[src/motor_diag_pkg.sv]
// Purpose: Shared constants for the two-channel motor diagnostic register bank
// Assumes: APB with 32-bit data, 12-bit byte address, one aligned word per register
// Notes: Channel blocks sit at channel * CH_STRIDE from address 0
package motor_diag_pkg;

	// ==========================================================
	// Bus geometry
	localparam int ADDR_W = 12;
	localparam int DATA_W = 32;
	localparam int NUM_CH = 2;
	localparam logic [11:0] CH_STRIDE = 12'h040;
	localparam logic [11:0] GLB_BASE = 12'h080;

	// ==========================================================
	// Per-channel word offsets
	localparam logic [5:0] OFF_STATUS_COPY = 6'h00;
	localparam logic [5:0] OFF_COIL_VOLTAGE = 6'h04;
	localparam logic [5:0] OFF_COIL_CURRENT = 6'h08;
	localparam logic [5:0] OFF_CURRENT_LIMIT = 6'h0c;
	localparam logic [5:0] OFF_CONTROL_ERROR = 6'h10;
	localparam logic [5:0] OFF_DUTY_CYCLE = 6'h14;
	localparam logic [5:0] OFF_MOTOR_VELOCITY = 6'h18;
	localparam logic [5:0] OFF_OVERLOAD_TIME = 6'h1c;
	localparam logic [5:0] OFF_POS_STATUS = 6'h20;
	localparam logic [5:0] OFF_POS_STEP = 6'h24;
	localparam logic [5:0] OFF_POS_LAG = 6'h28;
	localparam logic [5:0] OFF_DIAG_FLAGS = 6'h2c;
	localparam logic [5:0] OFF_NOM_CURRENT = 6'h30;
	localparam logic [5:0] OFF_NOM_VOLTAGE = 6'h34;
	localparam logic [5:0] OFF_CFG_CTRL = 6'h38;
	localparam logic [5:0] OFF_ADOPT = 6'h3c;

	// ==========================================================
	// Global interrupt word offsets
	localparam logic [11:0] OFF_IRQ_STATUS = 12'h080;
	localparam logic [11:0] OFF_IRQ_CLEAR = 12'h084;
	localparam logic [11:0] OFF_IRQ_ENABLE = 12'h088;
	localparam int IRQ_W = 4;

	// ==========================================================
	// Diagnostic flag bit positions
	localparam int FLG_SATURATED = 0;
	localparam int FLG_OVERTEMP = 1;
	localparam int FLG_TORQUE = 2;
	localparam int FLG_UNDERVOLT = 3;
	localparam int FLG_OVERVOLT = 4;
	localparam int FLG_SHORT = 5;
	localparam int FLG_NO_POWER = 7;
	localparam int FLG_MISC = 8;
	localparam int FLG_CONFIG = 9;
	localparam int FLG_W = 10;
	localparam int MODE_LSB = 16;

	// ==========================================================
	// Thresholds, in degrees Celsius, millivolts, a ratio and duty counts
	localparam logic signed [7:0] TEMP_WARN_C = 8'sh50;
	localparam logic signed [7:0] TEMP_ERR_C = 8'sh64;
	localparam logic [15:0] UNDERVOLT_MV = 16'h1b58;
	localparam logic [19:0] OVERVOLT_NUM = 20'h0000b;
	localparam logic [19:0] OVERVOLT_DEN = 20'h0000a;
	localparam logic signed [7:0] DUTY_SAT_POS = 8'sh7f;
	localparam logic signed [7:0] DUTY_SAT_NEG = 8'sh81;

	// ==========================================================
	// Values after reset
	localparam logic [15:0] POS_STEP_RST = 16'hffff;
	localparam logic [15:0] NOM_CURRENT_RST = 16'h03e8;
	localparam logic [15:0] NOM_VOLTAGE_RST = 16'h5dc0;

endpackage

[src/diag_channel.sv]
// Purpose: One channel's information values and diagnostic flags
// Assumes: Measurements come from logic on the same clock
// Notes: All outputs are registered, one cycle behind the inputs
`timescale 1ns/1ps
module diag_channel
(
	// Clock and reset
	input wire logic clock,
	input wire logic rst_n,
	// Live measurements
	input wire logic [15:0] status_word,
	input wire logic [15:0] coil_voltage,
	input wire logic [15:0] coil_current,
	input wire logic [15:0] current_limit,
	input wire logic [15:0] control_error,
	input wire logic [7:0] duty_cycle,
	input wire logic [15:0] motor_velocity,
	input wire logic [15:0] overload_time,
	input wire logic [15:0] pos_status,
	input wire logic [15:0] pos_step,
	input wire logic [15:0] pos_lag,
	input wire logic [3:0] active_mode,
	input wire logic [7:0] temperature_c,
	input wire logic [15:0] supply_mv,
	input wire logic short_detect,
	input wire logic stage_unpowered,
	input wire logic init_failed,
	// Active configuration
	input wire logic [15:0] nominal_current,
	input wire logic [15:0] nominal_voltage,
	input wire logic overload_is_error,
	input wire logic config_pending,
	// Registered results
	output logic [15:0] info_reg [11],
	output logic [motor_diag_pkg::FLG_W-1:0] flags_reg,
	output logic [3:0] mode_reg,
	output logic warn_reg,
	output logic err_reg
);

	logic [15:0] cur_mag;
	logic torque;
	logic [motor_diag_pkg::FLG_W-1:0] flags_next;

	// Current magnitude for the overload compare
	assign cur_mag = coil_current[15] ? 16'(-coil_current) : coil_current;
	assign torque = cur_mag > nominal_current;

	// Flag evaluation
	always_comb
	begin
		flags_next = '0;
		flags_next[motor_diag_pkg::FLG_SATURATED] = ($signed(duty_cycle) >= motor_diag_pkg::DUTY_SAT_POS)
			|| ($signed(duty_cycle) <= motor_diag_pkg::DUTY_SAT_NEG);
		flags_next[motor_diag_pkg::FLG_OVERTEMP] = $signed(temperature_c) > motor_diag_pkg::TEMP_WARN_C;
		flags_next[motor_diag_pkg::FLG_TORQUE] = torque;
		flags_next[motor_diag_pkg::FLG_UNDERVOLT] = supply_mv < motor_diag_pkg::UNDERVOLT_MV;
		// supply above nominal plus a tenth
		flags_next[motor_diag_pkg::FLG_OVERVOLT] =
			({4'h0, supply_mv} * motor_diag_pkg::OVERVOLT_DEN) >
			({4'h0, nominal_voltage} * motor_diag_pkg::OVERVOLT_NUM);
		flags_next[motor_diag_pkg::FLG_SHORT] = short_detect;
		flags_next[motor_diag_pkg::FLG_NO_POWER] = stage_unpowered;
		// init, hot or overload as error
		flags_next[motor_diag_pkg::FLG_MISC] = init_failed
			|| ($signed(temperature_c) > motor_diag_pkg::TEMP_ERR_C)
			|| (torque && overload_is_error);
		flags_next[motor_diag_pkg::FLG_CONFIG] = config_pending;
	end

	// live info values, zero after reset except step
	always_ff @(posedge clock)
	begin
		if (!rst_n)
		begin
			info_reg <= '{default: 16'h0000};
			// step reads all ones after reset
			info_reg[9] <= motor_diag_pkg::POS_STEP_RST;
		end
		else
		begin
			info_reg[0] <= status_word;
			info_reg[1] <= coil_voltage;
			info_reg[2] <= coil_current;
			info_reg[3] <= current_limit;
			info_reg[4] <= control_error;
			info_reg[5] <= {{8{duty_cycle[7]}}, duty_cycle};
			info_reg[6] <= motor_velocity;
			info_reg[7] <= overload_time;
			info_reg[8] <= pos_status;
			info_reg[9] <= pos_step;
			info_reg[10] <= pos_lag;
		end
	end

	// Flags, mode and summary bits
	always_ff @(posedge clock)
	begin
		if (!rst_n)
		begin
			flags_reg <= '0;
			mode_reg <= 4'h0;
			warn_reg <= 1'b0;
			err_reg <= 1'b0;
		end
		else
		begin
			flags_reg <= flags_next;
			mode_reg <= active_mode;
			warn_reg <= flags_next[motor_diag_pkg::FLG_SATURATED]
				| flags_next[motor_diag_pkg::FLG_OVERTEMP]
				| (torque & ~overload_is_error) | config_pending;
			err_reg <= |flags_next[motor_diag_pkg::FLG_MISC:motor_diag_pkg::FLG_UNDERVOLT]
				| (torque & overload_is_error);
		end
	end

endmodule

[src/motor_diag_regs.sv]
// Purpose: APB register bank of motor channel information and diagnostics
// Assumes: Measurement inputs come from logic on the same clock
// Notes: Zero wait-state reads, unmapped words answer with pslverr
// Overview of operation
// - Saturation flag while duty is at 127 or at -127 and below
// - Over-temperature flag above 80 degrees
// - Torque overload; warning or error by config
// - Under-voltage error below 7 V
// - Over-voltage error above nominal plus 10 %
// - Short-circuit error from driver stage
// - Missing-power error while stage unpowered
// - Misc error: init fail, 100 degrees, overload
// - Config flag while written setting not adopted
// - Four-bit active operating mode field
// - Positioning step reads 0xffff after reset
// - Status word copy readable per channel
`timescale 1ns/1ps
module motor_diag_regs
(
	// Clock and reset
	input wire logic clock,
	input wire logic rst_n,
	// APB slave
	input wire logic psel,
	input wire logic penable,
	input wire logic pwrite,
	input wire logic [11:0] paddr,
	input wire logic [31:0] pwdata,
	output logic [31:0] prdata,
	output logic pready,
	output logic pslverr,
	// Per-channel measurements, index 0 is channel 1
	input wire logic [1:0][15:0] status_word,
	input wire logic [1:0][15:0] coil_voltage,
	input wire logic [1:0][15:0] coil_current,
	input wire logic [1:0][15:0] current_limit,
	input wire logic [1:0][15:0] control_error,
	input wire logic [1:0][7:0] duty_cycle,
	input wire logic [1:0][15:0] motor_velocity,
	input wire logic [1:0][15:0] overload_time,
	input wire logic [1:0][15:0] pos_status,
	input wire logic [1:0][15:0] pos_step,
	input wire logic [1:0][15:0] pos_lag,
	input wire logic [1:0][3:0] active_mode,
	input wire logic [1:0][7:0] temperature_c,
	input wire logic [1:0][15:0] supply_mv,
	input wire logic [1:0] short_detect,
	input wire logic [1:0] stage_unpowered,
	input wire logic [1:0] init_failed,
	// Interrupt
	output logic irq
);

	// ==========================================================
	// Declarations

	// Bus answer registers
	logic pready_reg;
	logic pslverr_reg;
	logic [31:0] prdata_reg;
	logic irq_reg;

	// Decode and read path
	logic setup;
	logic wr_fire;
	logic ch_sel;
	logic in_ch_area;
	logic in_glb_area;
	logic hit;
	logic [5:0] ch_off;
	logic [31:0] rd_data;

	// Written and adopted configuration copies
	logic [1:0][15:0] nom_cur_shadow_reg;
	logic [1:0][15:0] nom_cur_active_reg;
	logic [1:0][15:0] nom_volt_shadow_reg;
	logic [1:0][15:0] nom_volt_active_reg;
	logic [1:0] ovl_err_shadow_reg;
	logic [1:0] ovl_err_active_reg;
	logic [1:0] cfg_pending;

	// Channel results and summary history
	logic [15:0] info [2][11];
	logic [motor_diag_pkg::FLG_W-1:0] flags [2];
	logic [3:0] mode [2];
	logic [1:0] warn;
	logic [1:0] err;
	logic [1:0] warn_prev_reg;
	logic [1:0] err_prev_reg;

	// Interrupt state
	logic [motor_diag_pkg::IRQ_W-1:0] irq_status_reg;
	logic [motor_diag_pkg::IRQ_W-1:0] irq_enable_reg;
	logic [motor_diag_pkg::IRQ_W-1:0] irq_events;
	logic [motor_diag_pkg::IRQ_W-1:0] irq_clear;

	// ==========================================================
	// Output wiring

	// Ports straight from flip-flops
	assign prdata = prdata_reg;
	assign pready = pready_reg;
	assign pslverr = pslverr_reg;
	assign irq = irq_reg;

	// ==========================================================
	// Channel instances

	for (genvar g = 0; g < motor_diag_pkg::NUM_CH; g++)
	begin : gen_ch
		diag_channel u_ch
		(
			.clock(clock),
			.rst_n(rst_n),
			.status_word(status_word[g]),
			.coil_voltage(coil_voltage[g]),
			.coil_current(coil_current[g]),
			.current_limit(current_limit[g]),
			.control_error(control_error[g]),
			.duty_cycle(duty_cycle[g]),
			.motor_velocity(motor_velocity[g]),
			.overload_time(overload_time[g]),
			.pos_status(pos_status[g]),
			.pos_step(pos_step[g]),
			.pos_lag(pos_lag[g]),
			.active_mode(active_mode[g]),
			.temperature_c(temperature_c[g]),
			.supply_mv(supply_mv[g]),
			.short_detect(short_detect[g]),
			.stage_unpowered(stage_unpowered[g]),
			.init_failed(init_failed[g]),
			.nominal_current(nom_cur_active_reg[g]),
			.nominal_voltage(nom_volt_active_reg[g]),
			.overload_is_error(ovl_err_active_reg[g]),
			.config_pending(cfg_pending[g]),
			.info_reg(info[g]),
			.flags_reg(flags[g]),
			.mode_reg(mode[g]),
			.warn_reg(warn[g]),
			.err_reg(err[g])
		);
	end

	// ==========================================================
	// Address decode

	// Phase qualifiers
	assign setup = psel & ~penable;
	assign wr_fire = psel & penable & pready_reg & pwrite;

	// Channel area, channel select and word offset
	assign in_ch_area = (paddr < motor_diag_pkg::GLB_BASE) && (paddr[1:0] == 2'b00);
	assign ch_sel = paddr[6];
	assign ch_off = paddr[5:0];
	assign in_glb_area = (paddr == motor_diag_pkg::OFF_IRQ_STATUS)
		|| (paddr == motor_diag_pkg::OFF_IRQ_CLEAR)
		|| (paddr == motor_diag_pkg::OFF_IRQ_ENABLE);
	assign hit = in_ch_area | in_glb_area;

	// ==========================================================
	// Read multiplexer

	// Selected word, zero above the field
	always_comb
	begin
		rd_data = 32'h0000_0000;
		if (in_ch_area)
		begin
			case (ch_off)
				motor_diag_pkg::OFF_STATUS_COPY: rd_data = {16'h0000, info[ch_sel][0]};
				motor_diag_pkg::OFF_COIL_VOLTAGE: rd_data = {16'h0000, info[ch_sel][1]};
				motor_diag_pkg::OFF_COIL_CURRENT: rd_data = {16'h0000, info[ch_sel][2]};
				motor_diag_pkg::OFF_CURRENT_LIMIT: rd_data = {16'h0000, info[ch_sel][3]};
				motor_diag_pkg::OFF_CONTROL_ERROR: rd_data = {16'h0000, info[ch_sel][4]};
				motor_diag_pkg::OFF_DUTY_CYCLE: rd_data = {24'h000000, info[ch_sel][5][7:0]};
				motor_diag_pkg::OFF_MOTOR_VELOCITY: rd_data = {16'h0000, info[ch_sel][6]};
				motor_diag_pkg::OFF_OVERLOAD_TIME: rd_data = {16'h0000, info[ch_sel][7]};
				motor_diag_pkg::OFF_POS_STATUS: rd_data = {16'h0000, info[ch_sel][8]};
				motor_diag_pkg::OFF_POS_STEP: rd_data = {16'h0000, info[ch_sel][9]};
				motor_diag_pkg::OFF_POS_LAG: rd_data = {16'h0000, info[ch_sel][10]};
				motor_diag_pkg::OFF_DIAG_FLAGS:
				begin
					rd_data[motor_diag_pkg::FLG_W-1:0] = flags[ch_sel];
					rd_data[motor_diag_pkg::MODE_LSB+:4] = mode[ch_sel];
				end
				motor_diag_pkg::OFF_NOM_CURRENT: rd_data = {16'h0000, nom_cur_shadow_reg[ch_sel]};
				motor_diag_pkg::OFF_NOM_VOLTAGE: rd_data = {16'h0000, nom_volt_shadow_reg[ch_sel]};
				motor_diag_pkg::OFF_CFG_CTRL: rd_data = {31'h0, ovl_err_shadow_reg[ch_sel]};
				default: rd_data = 32'h0000_0000;
			endcase
		end
		else if (paddr == motor_diag_pkg::OFF_IRQ_STATUS)
		begin
			rd_data = {28'h0, irq_status_reg};
		end
		else if (paddr == motor_diag_pkg::OFF_IRQ_ENABLE)
		begin
			rd_data = {28'h0, irq_enable_reg};
		end
	end

	// ==========================================================
	// APB answer

	// Ready in the access phase, data loaded in setup
	always_ff @(posedge clock)
	begin
		if (!rst_n)
		begin
			pready_reg <= 1'b0;
			pslverr_reg <= 1'b0;
			prdata_reg <= 32'h0000_0000;
		end
		else
		begin
			pready_reg <= setup;
			pslverr_reg <= setup & ~hit;
			prdata_reg <= (setup && !pwrite) ? rd_data : 32'h0000_0000;
		end
	end

	// ==========================================================
	// Configuration, shadow and active copies

	always_ff @(posedge clock)
	begin
		if (!rst_n)
		begin
			nom_cur_shadow_reg <= {2{motor_diag_pkg::NOM_CURRENT_RST}};
			nom_volt_shadow_reg <= {2{motor_diag_pkg::NOM_VOLTAGE_RST}};
			ovl_err_shadow_reg <= 2'b00;
		end
		else if (wr_fire && in_ch_area)
		begin
			case (ch_off)
				motor_diag_pkg::OFF_NOM_CURRENT: nom_cur_shadow_reg[ch_sel] <= pwdata[15:0];
				motor_diag_pkg::OFF_NOM_VOLTAGE: nom_volt_shadow_reg[ch_sel] <= pwdata[15:0];
				motor_diag_pkg::OFF_CFG_CTRL: ovl_err_shadow_reg[ch_sel] <= pwdata[0];
				default: ;
			endcase
		end
	end

	// Adopt copies shadow into active
	always_ff @(posedge clock)
	begin
		if (!rst_n)
		begin
			nom_cur_active_reg <= {2{motor_diag_pkg::NOM_CURRENT_RST}};
			nom_volt_active_reg <= {2{motor_diag_pkg::NOM_VOLTAGE_RST}};
			ovl_err_active_reg <= 2'b00;
		end
		else if (wr_fire && in_ch_area && ch_off == motor_diag_pkg::OFF_ADOPT && pwdata[0])
		begin
			nom_cur_active_reg[ch_sel] <= nom_cur_shadow_reg[ch_sel];
			nom_volt_active_reg[ch_sel] <= nom_volt_shadow_reg[ch_sel];
			ovl_err_active_reg[ch_sel] <= ovl_err_shadow_reg[ch_sel];
		end
	end

	// pending while shadow differs from active
	always_comb
	begin
		for (int c = 0; c < motor_diag_pkg::NUM_CH; c++)
		begin
			cfg_pending[c] = (nom_cur_shadow_reg[c] != nom_cur_active_reg[c])
				|| (nom_volt_shadow_reg[c] != nom_volt_active_reg[c])
				|| (ovl_err_shadow_reg[c] != ovl_err_active_reg[c]);
		end
	end

	// ==========================================================
	// Interrupts

	// Rising warning and error summaries
	assign irq_events = {err[1] & ~err_prev_reg[1], warn[1] & ~warn_prev_reg[1],
		err[0] & ~err_prev_reg[0], warn[0] & ~warn_prev_reg[0]};

	// Write-one-to-clear strobe
	assign irq_clear = (wr_fire && paddr == motor_diag_pkg::OFF_IRQ_CLEAR)
		? pwdata[motor_diag_pkg::IRQ_W-1:0] : '0;

	// Edge history
	always_ff @(posedge clock)
	begin
		if (!rst_n)
		begin
			warn_prev_reg <= 2'b00;
			err_prev_reg <= 2'b00;
		end
		else
		begin
			warn_prev_reg <= warn;
			err_prev_reg <= err;
		end
	end

	// Sticky status, a new event beats the clear
	always_ff @(posedge clock)
	begin
		if (!rst_n)
		begin
			irq_status_reg <= '0;
		end
		else
		begin
			irq_status_reg <= (irq_status_reg & ~irq_clear) | irq_events;
		end
	end

	// Enable mask
	always_ff @(posedge clock)
	begin
		if (!rst_n)
		begin
			irq_enable_reg <= '0;
		end
		else if (wr_fire && paddr == motor_diag_pkg::OFF_IRQ_ENABLE)
		begin
			irq_enable_reg <= pwdata[motor_diag_pkg::IRQ_W-1:0];
		end
	end

	// Level interrupt output
	always_ff @(posedge clock)
	begin
		if (!rst_n)
		begin
			irq_reg <= 1'b0;
		end
		else
		begin
			irq_reg <= |(irq_status_reg & irq_enable_reg);
		end
	end

endmodule

[config.mk]
export PLATFORM = sky130hd
export DESIGN_NAME = motor_diag_regs
export DESIGN_NICKNAME = d
export VERILOG_FILES = /design/src/motor_diag_pkg.sv /design/src/diag_channel.sv /design/src/motor_diag_regs.sv
export SDC_FILE = /design/constraint.sdc
export NUM_CORES = 1
export LEC_CHECK = 0
export BUFFER_PORTS_ARGS = -buffer_cell sky130_fd_sc_hd__buf_2
export CORE_MARGIN = 4
export CORE_UTILIZATION = 30
export DETAILED_ROUTE_END_ITERATION = 8
export SKIP_CTS_REPAIR_TIMING = 1
export SLEW_MARGIN = 20
export SYNTH_ARGS = -nofsm -noshare
export SYNTH_HDL_FRONTEND = slang
export SYNTH_SLANG_ARGS = --single-unit
[constraint.sdc]
create_clock -name clock -period 5.9 [get_ports clock]
set_input_delay 0.295 -clock clock [delete_from_list [all_inputs] [get_ports clock]]
set_output_delay 0.295 -clock clock [all_outputs]
set_load 0.03 [all_outputs]
After elaboration in Yosys (flattened, before gate mapping)
Cells that the tools add are included.
Storage, ports and cells
  logic and storage cells: 203
  register bits: 547
  input port bits: 447
  output and inout bits: 35
Cells by class
  reduce and logical (&&, ||, !) cells: 33
  add/subtract/negate cells: 2
  $lt $le $gt $ge: 18
  mux-type cells: 34
  bitwise logic cells: 37
  equal/unequal tests: 24
  multiply operators: 4
Operators with widths (number)
  176-bit 2-to-1 mux: 3
  10-bit case mux with 15 select lines: 1
  32-bit bitwise mux: 4
  16-bit 2-to-1 mux: 7
  6-bit case mux with 12 select lines: 1
  16-bit != test: 4
  6-bit == test, second input constant: 8
  20-bit > comparator: 2
  16-bit by 4-bit multiplier with 20-bit output, second input constant: 2
  16-bit by 3-bit multiplier with 19-bit output, second input constant: 2
  12-bit by 8-bit == test with 1-bit output, second input constant: 3
  16-bit > comparator: 2
  8-bit > comparator, second input constant: 4
  16-bit by 13-bit < comparator with 1-bit output, second input constant: 2
  16-bit negator: 2
  10-bit 2-to-1 mux: 3
  4-bit 2-to-1 mux: 7
  6-bit by 5-bit == test with 1-bit output, second input constant: 4
  20-bit 2-to-1 mux: 1
  16-bit demux with 1-bit select: 1
  8-bit greater-or-equal comparator, second input constant: 2
  8-bit <= comparator, second input constant: 2
  1-bit bitwise AND: 13
  6-bit by 4-bit == test with 1-bit output, second input constant: 2
  23 further kinds: 70

Logic depth before layout (Yosys ltp)
  depth after elaboration: 8
  mapped depth: 18
  gate-level depth less buffers: 18

Cells and area by module
From an unflattened synthesis, not the netlist that was laid out.
Unflattened totals
  cells, all modules: 2897
  area total of the unflattened synthesis: 27397.5 µm²
Modules (own cells, without submodules)
  motor_diag_regs: cells each 1182, sequential area each 3343.2 µm², area each 10427.5 µm², instances 1
  diag_channel (gen_ch[0].u_ch): cells each 866, sequential area each 3663.5 µm², area each 8539.4 µm², instances 1
  diag_channel (gen_ch[1].u_ch): cells each 849, sequential area each 3663.5 µm², area each 8430.6 µm², instances 1

Worst setup path before layout
Ideal clock, no wire load.
  path type: register to register
  from: register nom_volt_active_reg[1] (netlist name)
  to: register gen_ch[0].u_ch.err_reg
  clock period less this slack: 4.615 ns
  data required time: 5.758 ns
  stages on the path, launching flop included: 16
  data arrival time: 4.472 ns
  setup slack: 1.285 ns
  cells stage by stage: dfxtp_1 ha_1 fa_1 ha_1 nor2b_1 o31a_1 o41a_1 o31ai_2 mux2i_1 a2111oi_1 ha_1 nand4_1 a211oi_1 a221oi_1 a21oi_1 or4b_2
On the way
  longest elaborated chain between the ends: 4
Ends and longest elaborated chain
  start, declared: RTL line motor_diag_regs.sv:77  | logic [1:0][15:0] nom_volt_active_reg;
  start signal, assigned: RTL line motor_diag_regs.sv:250  | nom_volt_active_reg <= {2{motor_diag_pkg::NOM_VOLTAGE_RST}};
  start signal, assigned by index: RTL line motor_diag_regs.sv:256  | nom_volt_active_reg[ch_sel] <= nom_volt_shadow_reg[ch_sel];
  16-bit by 4-bit multiplier with 20-bit output: RTL line diag_channel.sv:61  | ({4'h0, nominal_voltage} * motor_diag_pkg::OVERVOLT_NUM);
  20-bit > comparator: RTL line diag_channel.sv:60  | ({4'h0, supply_mv} * motor_diag_pkg::OVERVOLT_DEN) >
  5-bit OR reduction: RTL line diag_channel.sv:113  | err_reg <= |flags_next[motor_diag_pkg::FLG_MISC:motor_diag_pkg::FLG_UNDERVOLT]
  1-bit bitwise OR: RTL line diag_channel.sv:114  | | (torque & overload_is_error);
  end signal, assigned: RTL line diag_channel.sv:113
  end, declared: RTL line diag_channel.sv:38  | output logic err_reg
No other way between the ends.
A chain may end at the register's enable or synchronous reset.

Worst setup path in the final report
Ends and elaborated chain as after synthesis.

==> flow_summary.ini <==
[clock_network]
cts_buffer_depth = 3
cts_root_buffer = clkbuf_16
clkLatencyLatePin_ns = 0.62
cts_tree = done
clk_pin_slew_ns = 0.06
cts_buffers = 51
cts_htree_levels = 2
cts_num_sinks = 533

[synth]
synth_seq_area_share = 0.396
yosys_warnings = 0
yosysMostFrequentCell = dfxtp_1
synth_cell_type_count = 74
yosysTopAreaCell = dfxtp_1
ys_top_cells_by_area = dfxtp_1 (40%), ha_1 (9.2%), mux2i_1 (7.8%)
syn_area_um2 = 26900
syn_inst = 2912
syn_avg_cell_area_um2 = 9.25
synth-edff-count = 0
synth_common_cells = dfxtp_1 (533), and2_1 (329), nand2_1 (310)
netlist.area_leader.share = 0.396
synthArstFlopShare = 0
synthFlopType = dfxtp_1
ys_ff_latch = 533

[detailed_routing]
wl_per_cell_um = 20.6
routed_wl_mm = 99.9
vias = 23700
via_per_inst = 4.88
route.detailed.drc = 0
dr.pass1.iters = 6
dr.first_iter.drc_count = 1401
ant_nets = 0

[global_routing]
grt_pass1_wl_mm = 136
grt_max_degree = 141
antenna_found_initial = 34
grtUsageTotal = 0.191
first_global_vias = 21400
grt_overflow_total = 0

[cells_and_area]
fin_area_um2 = 35200
stdcell_count = 4850
drive_above_1_share = 0.157
largest_reg_flops = 336
final_net_count = 4305
syn_to_final_growth_pct = 30.8

[die]
die_y_um = 308
ios = 482
core_region_area_um2 = 88800
die_area_um2 = 94600
die_width_um = 308
rows = 109
initial_core_util = 0.303

[outcome]
status = finished, violations left
failed_checks = negative hold slack

[power_and_ir_drop]
ir_drop_mv = 0.258
p_per_area_nw_per_um2 = 237
power_leakage_nw = 15.6

[sta]
rsz0062_at_grt = no
drv_slew = 0
period_minus_slack_ns = 5.32
fin_tns_setup_ns = 0
worstMarginPinSlew_ns = 1.04
hold_viol_final = 3
worst_hold_slack_ns = -0.00653
final-setup-viol-count = 0
slew_headroom = 0.305
period_share = 0.902
fmax_ghz = 0.188
final.setup_skew_ns = 0.0235

[place]
port_buffers = 453
dp_cells = 4419
gp_congestion = 0.940
hpwl_mm = 75.6
post_dp_cell_area_um2 = 30200

[worst_setup_path]
critPathMostFrequentCell = ha_1
required_ns = 6.39
critPathCaptureType = flop
path_cells = ha_1 > fa_1 > ha_1 > nor2b_1 > o31a_1 > o41a_1 > o31ai_2 > mux2i_1 > a2111oi_1 > ha_1 > nand4_1 > a211oi_1 > a221oi_1 > a21oi_1 > or4b_2
path_max_fanout = 7
cp-start-kind = flop
arrival_ns = 5.81
cp_slowest_cell = or4b_2
max_stage_delay_ns = 0.70
path_class = reg2reg

[flow_run]
max-cap-violations = 0

[min_path]
hp-class = in2reg
[worst max-delay path, delay by kind of cell, from the launching register on]
kind            cells  cell delay (ns)
flops               1             0.46
mux                 1             0.14
simple gates        3             1.01
fa+ha+maj           4             1.42
compound gates      7             2.16
[worst paths after layout]
path | end | cells past startpoint | slack, ns | start
max | gen_ch[0].u_ch.err_reg | 15 | 0.58 | nom_volt_active_reg[1]
min | nom_cur_shadow_reg[25] | 3 | -0.007 | pwdata[9]
max reg2reg | gen_ch[0].u_ch.err_reg | 15 | 0.58 | nom_volt_active_reg[1]
min reg2reg | prdata[16] | 2 | 0.46 | gen_ch[0].u_ch.mode_reg[0]
[kinds of logic (layout without fill, tap and decap cells)]
group / Yosys count / in the layout / share of synthesized area
buffers and inverters: 320 / 1071 / 0.0491
multiplexers: 212 / 212 / 0.0793
flip-flops: 533 / 533 / 0.396
adder cells (fa/ha/maj): 226 / 226 / 0.113
XOR/XNOR: 138 / 138 / 0.0449
other: 1 / 23 / 0.000139
AND/OR/NAND/NOR: 1000 / 1000 / 0.197
AO/OA/AOI/OAI: 482 / 482 / 0.120
[power breakdown]
part,switching [mW],internal (mW)
registers,0.0490,3.74
clock network,1.49,1.89
logic,0.592,0.589
total,2.13,6.23
[layer usage]
metal	wire, µm	up-vias	global-route usage
met2	48800	816	0.334
li1	-	11400	-
met4	4550	10	0.0698
met5	66	-	0
met3	5830	222	0.0330
met1	40700	11200	0.235
[area by class of cell]
cell class,count,area (µm²)
Sequential cell,533,10700
Clock buffer,71,1430
Timing Repair Buffer,796,5690
Antenna cell,11,27.5
Multi-Input combinational cell,2070,15000
Tap cell,1165,1460
Inverter,180,676
Fill cell,8727,53600
Clock inverter,24,285
[cell usage in the layout (no fill, tap or decap), types with 48 or more instances in the layout]
cell type,instances
xor2_1,53
nand2_1,310
nand3_1,57
o21ai_0,52
nand2b_1,48
clkbuf_16,52
dlygate4sd3_1,325
dfxtp_1,533
nor2_1,62
a21boi_0,50
ha_1,198
mux2i_1,210
inv_1,180
a21oi_1,79
o22ai_1,99
buf_2,451
xnor2_1,85
and2_1,328
[per-stage QoR]
stage	utilization	total power [mW]	hold slack, ns	setup WS [ns]
finish	0.397	8.36	-0.00653	0.580
global route	0.397	8.66	0.000552	0.362
CTS	0.360	8.22	-0.172	0.556
detailed placement	0.340	4.86	0.445	0.556
global placement	0.340	4.85	0.435	0.649
floorplan	-	4.47	0.396	1.29
(Power assumes the default switching activity.)
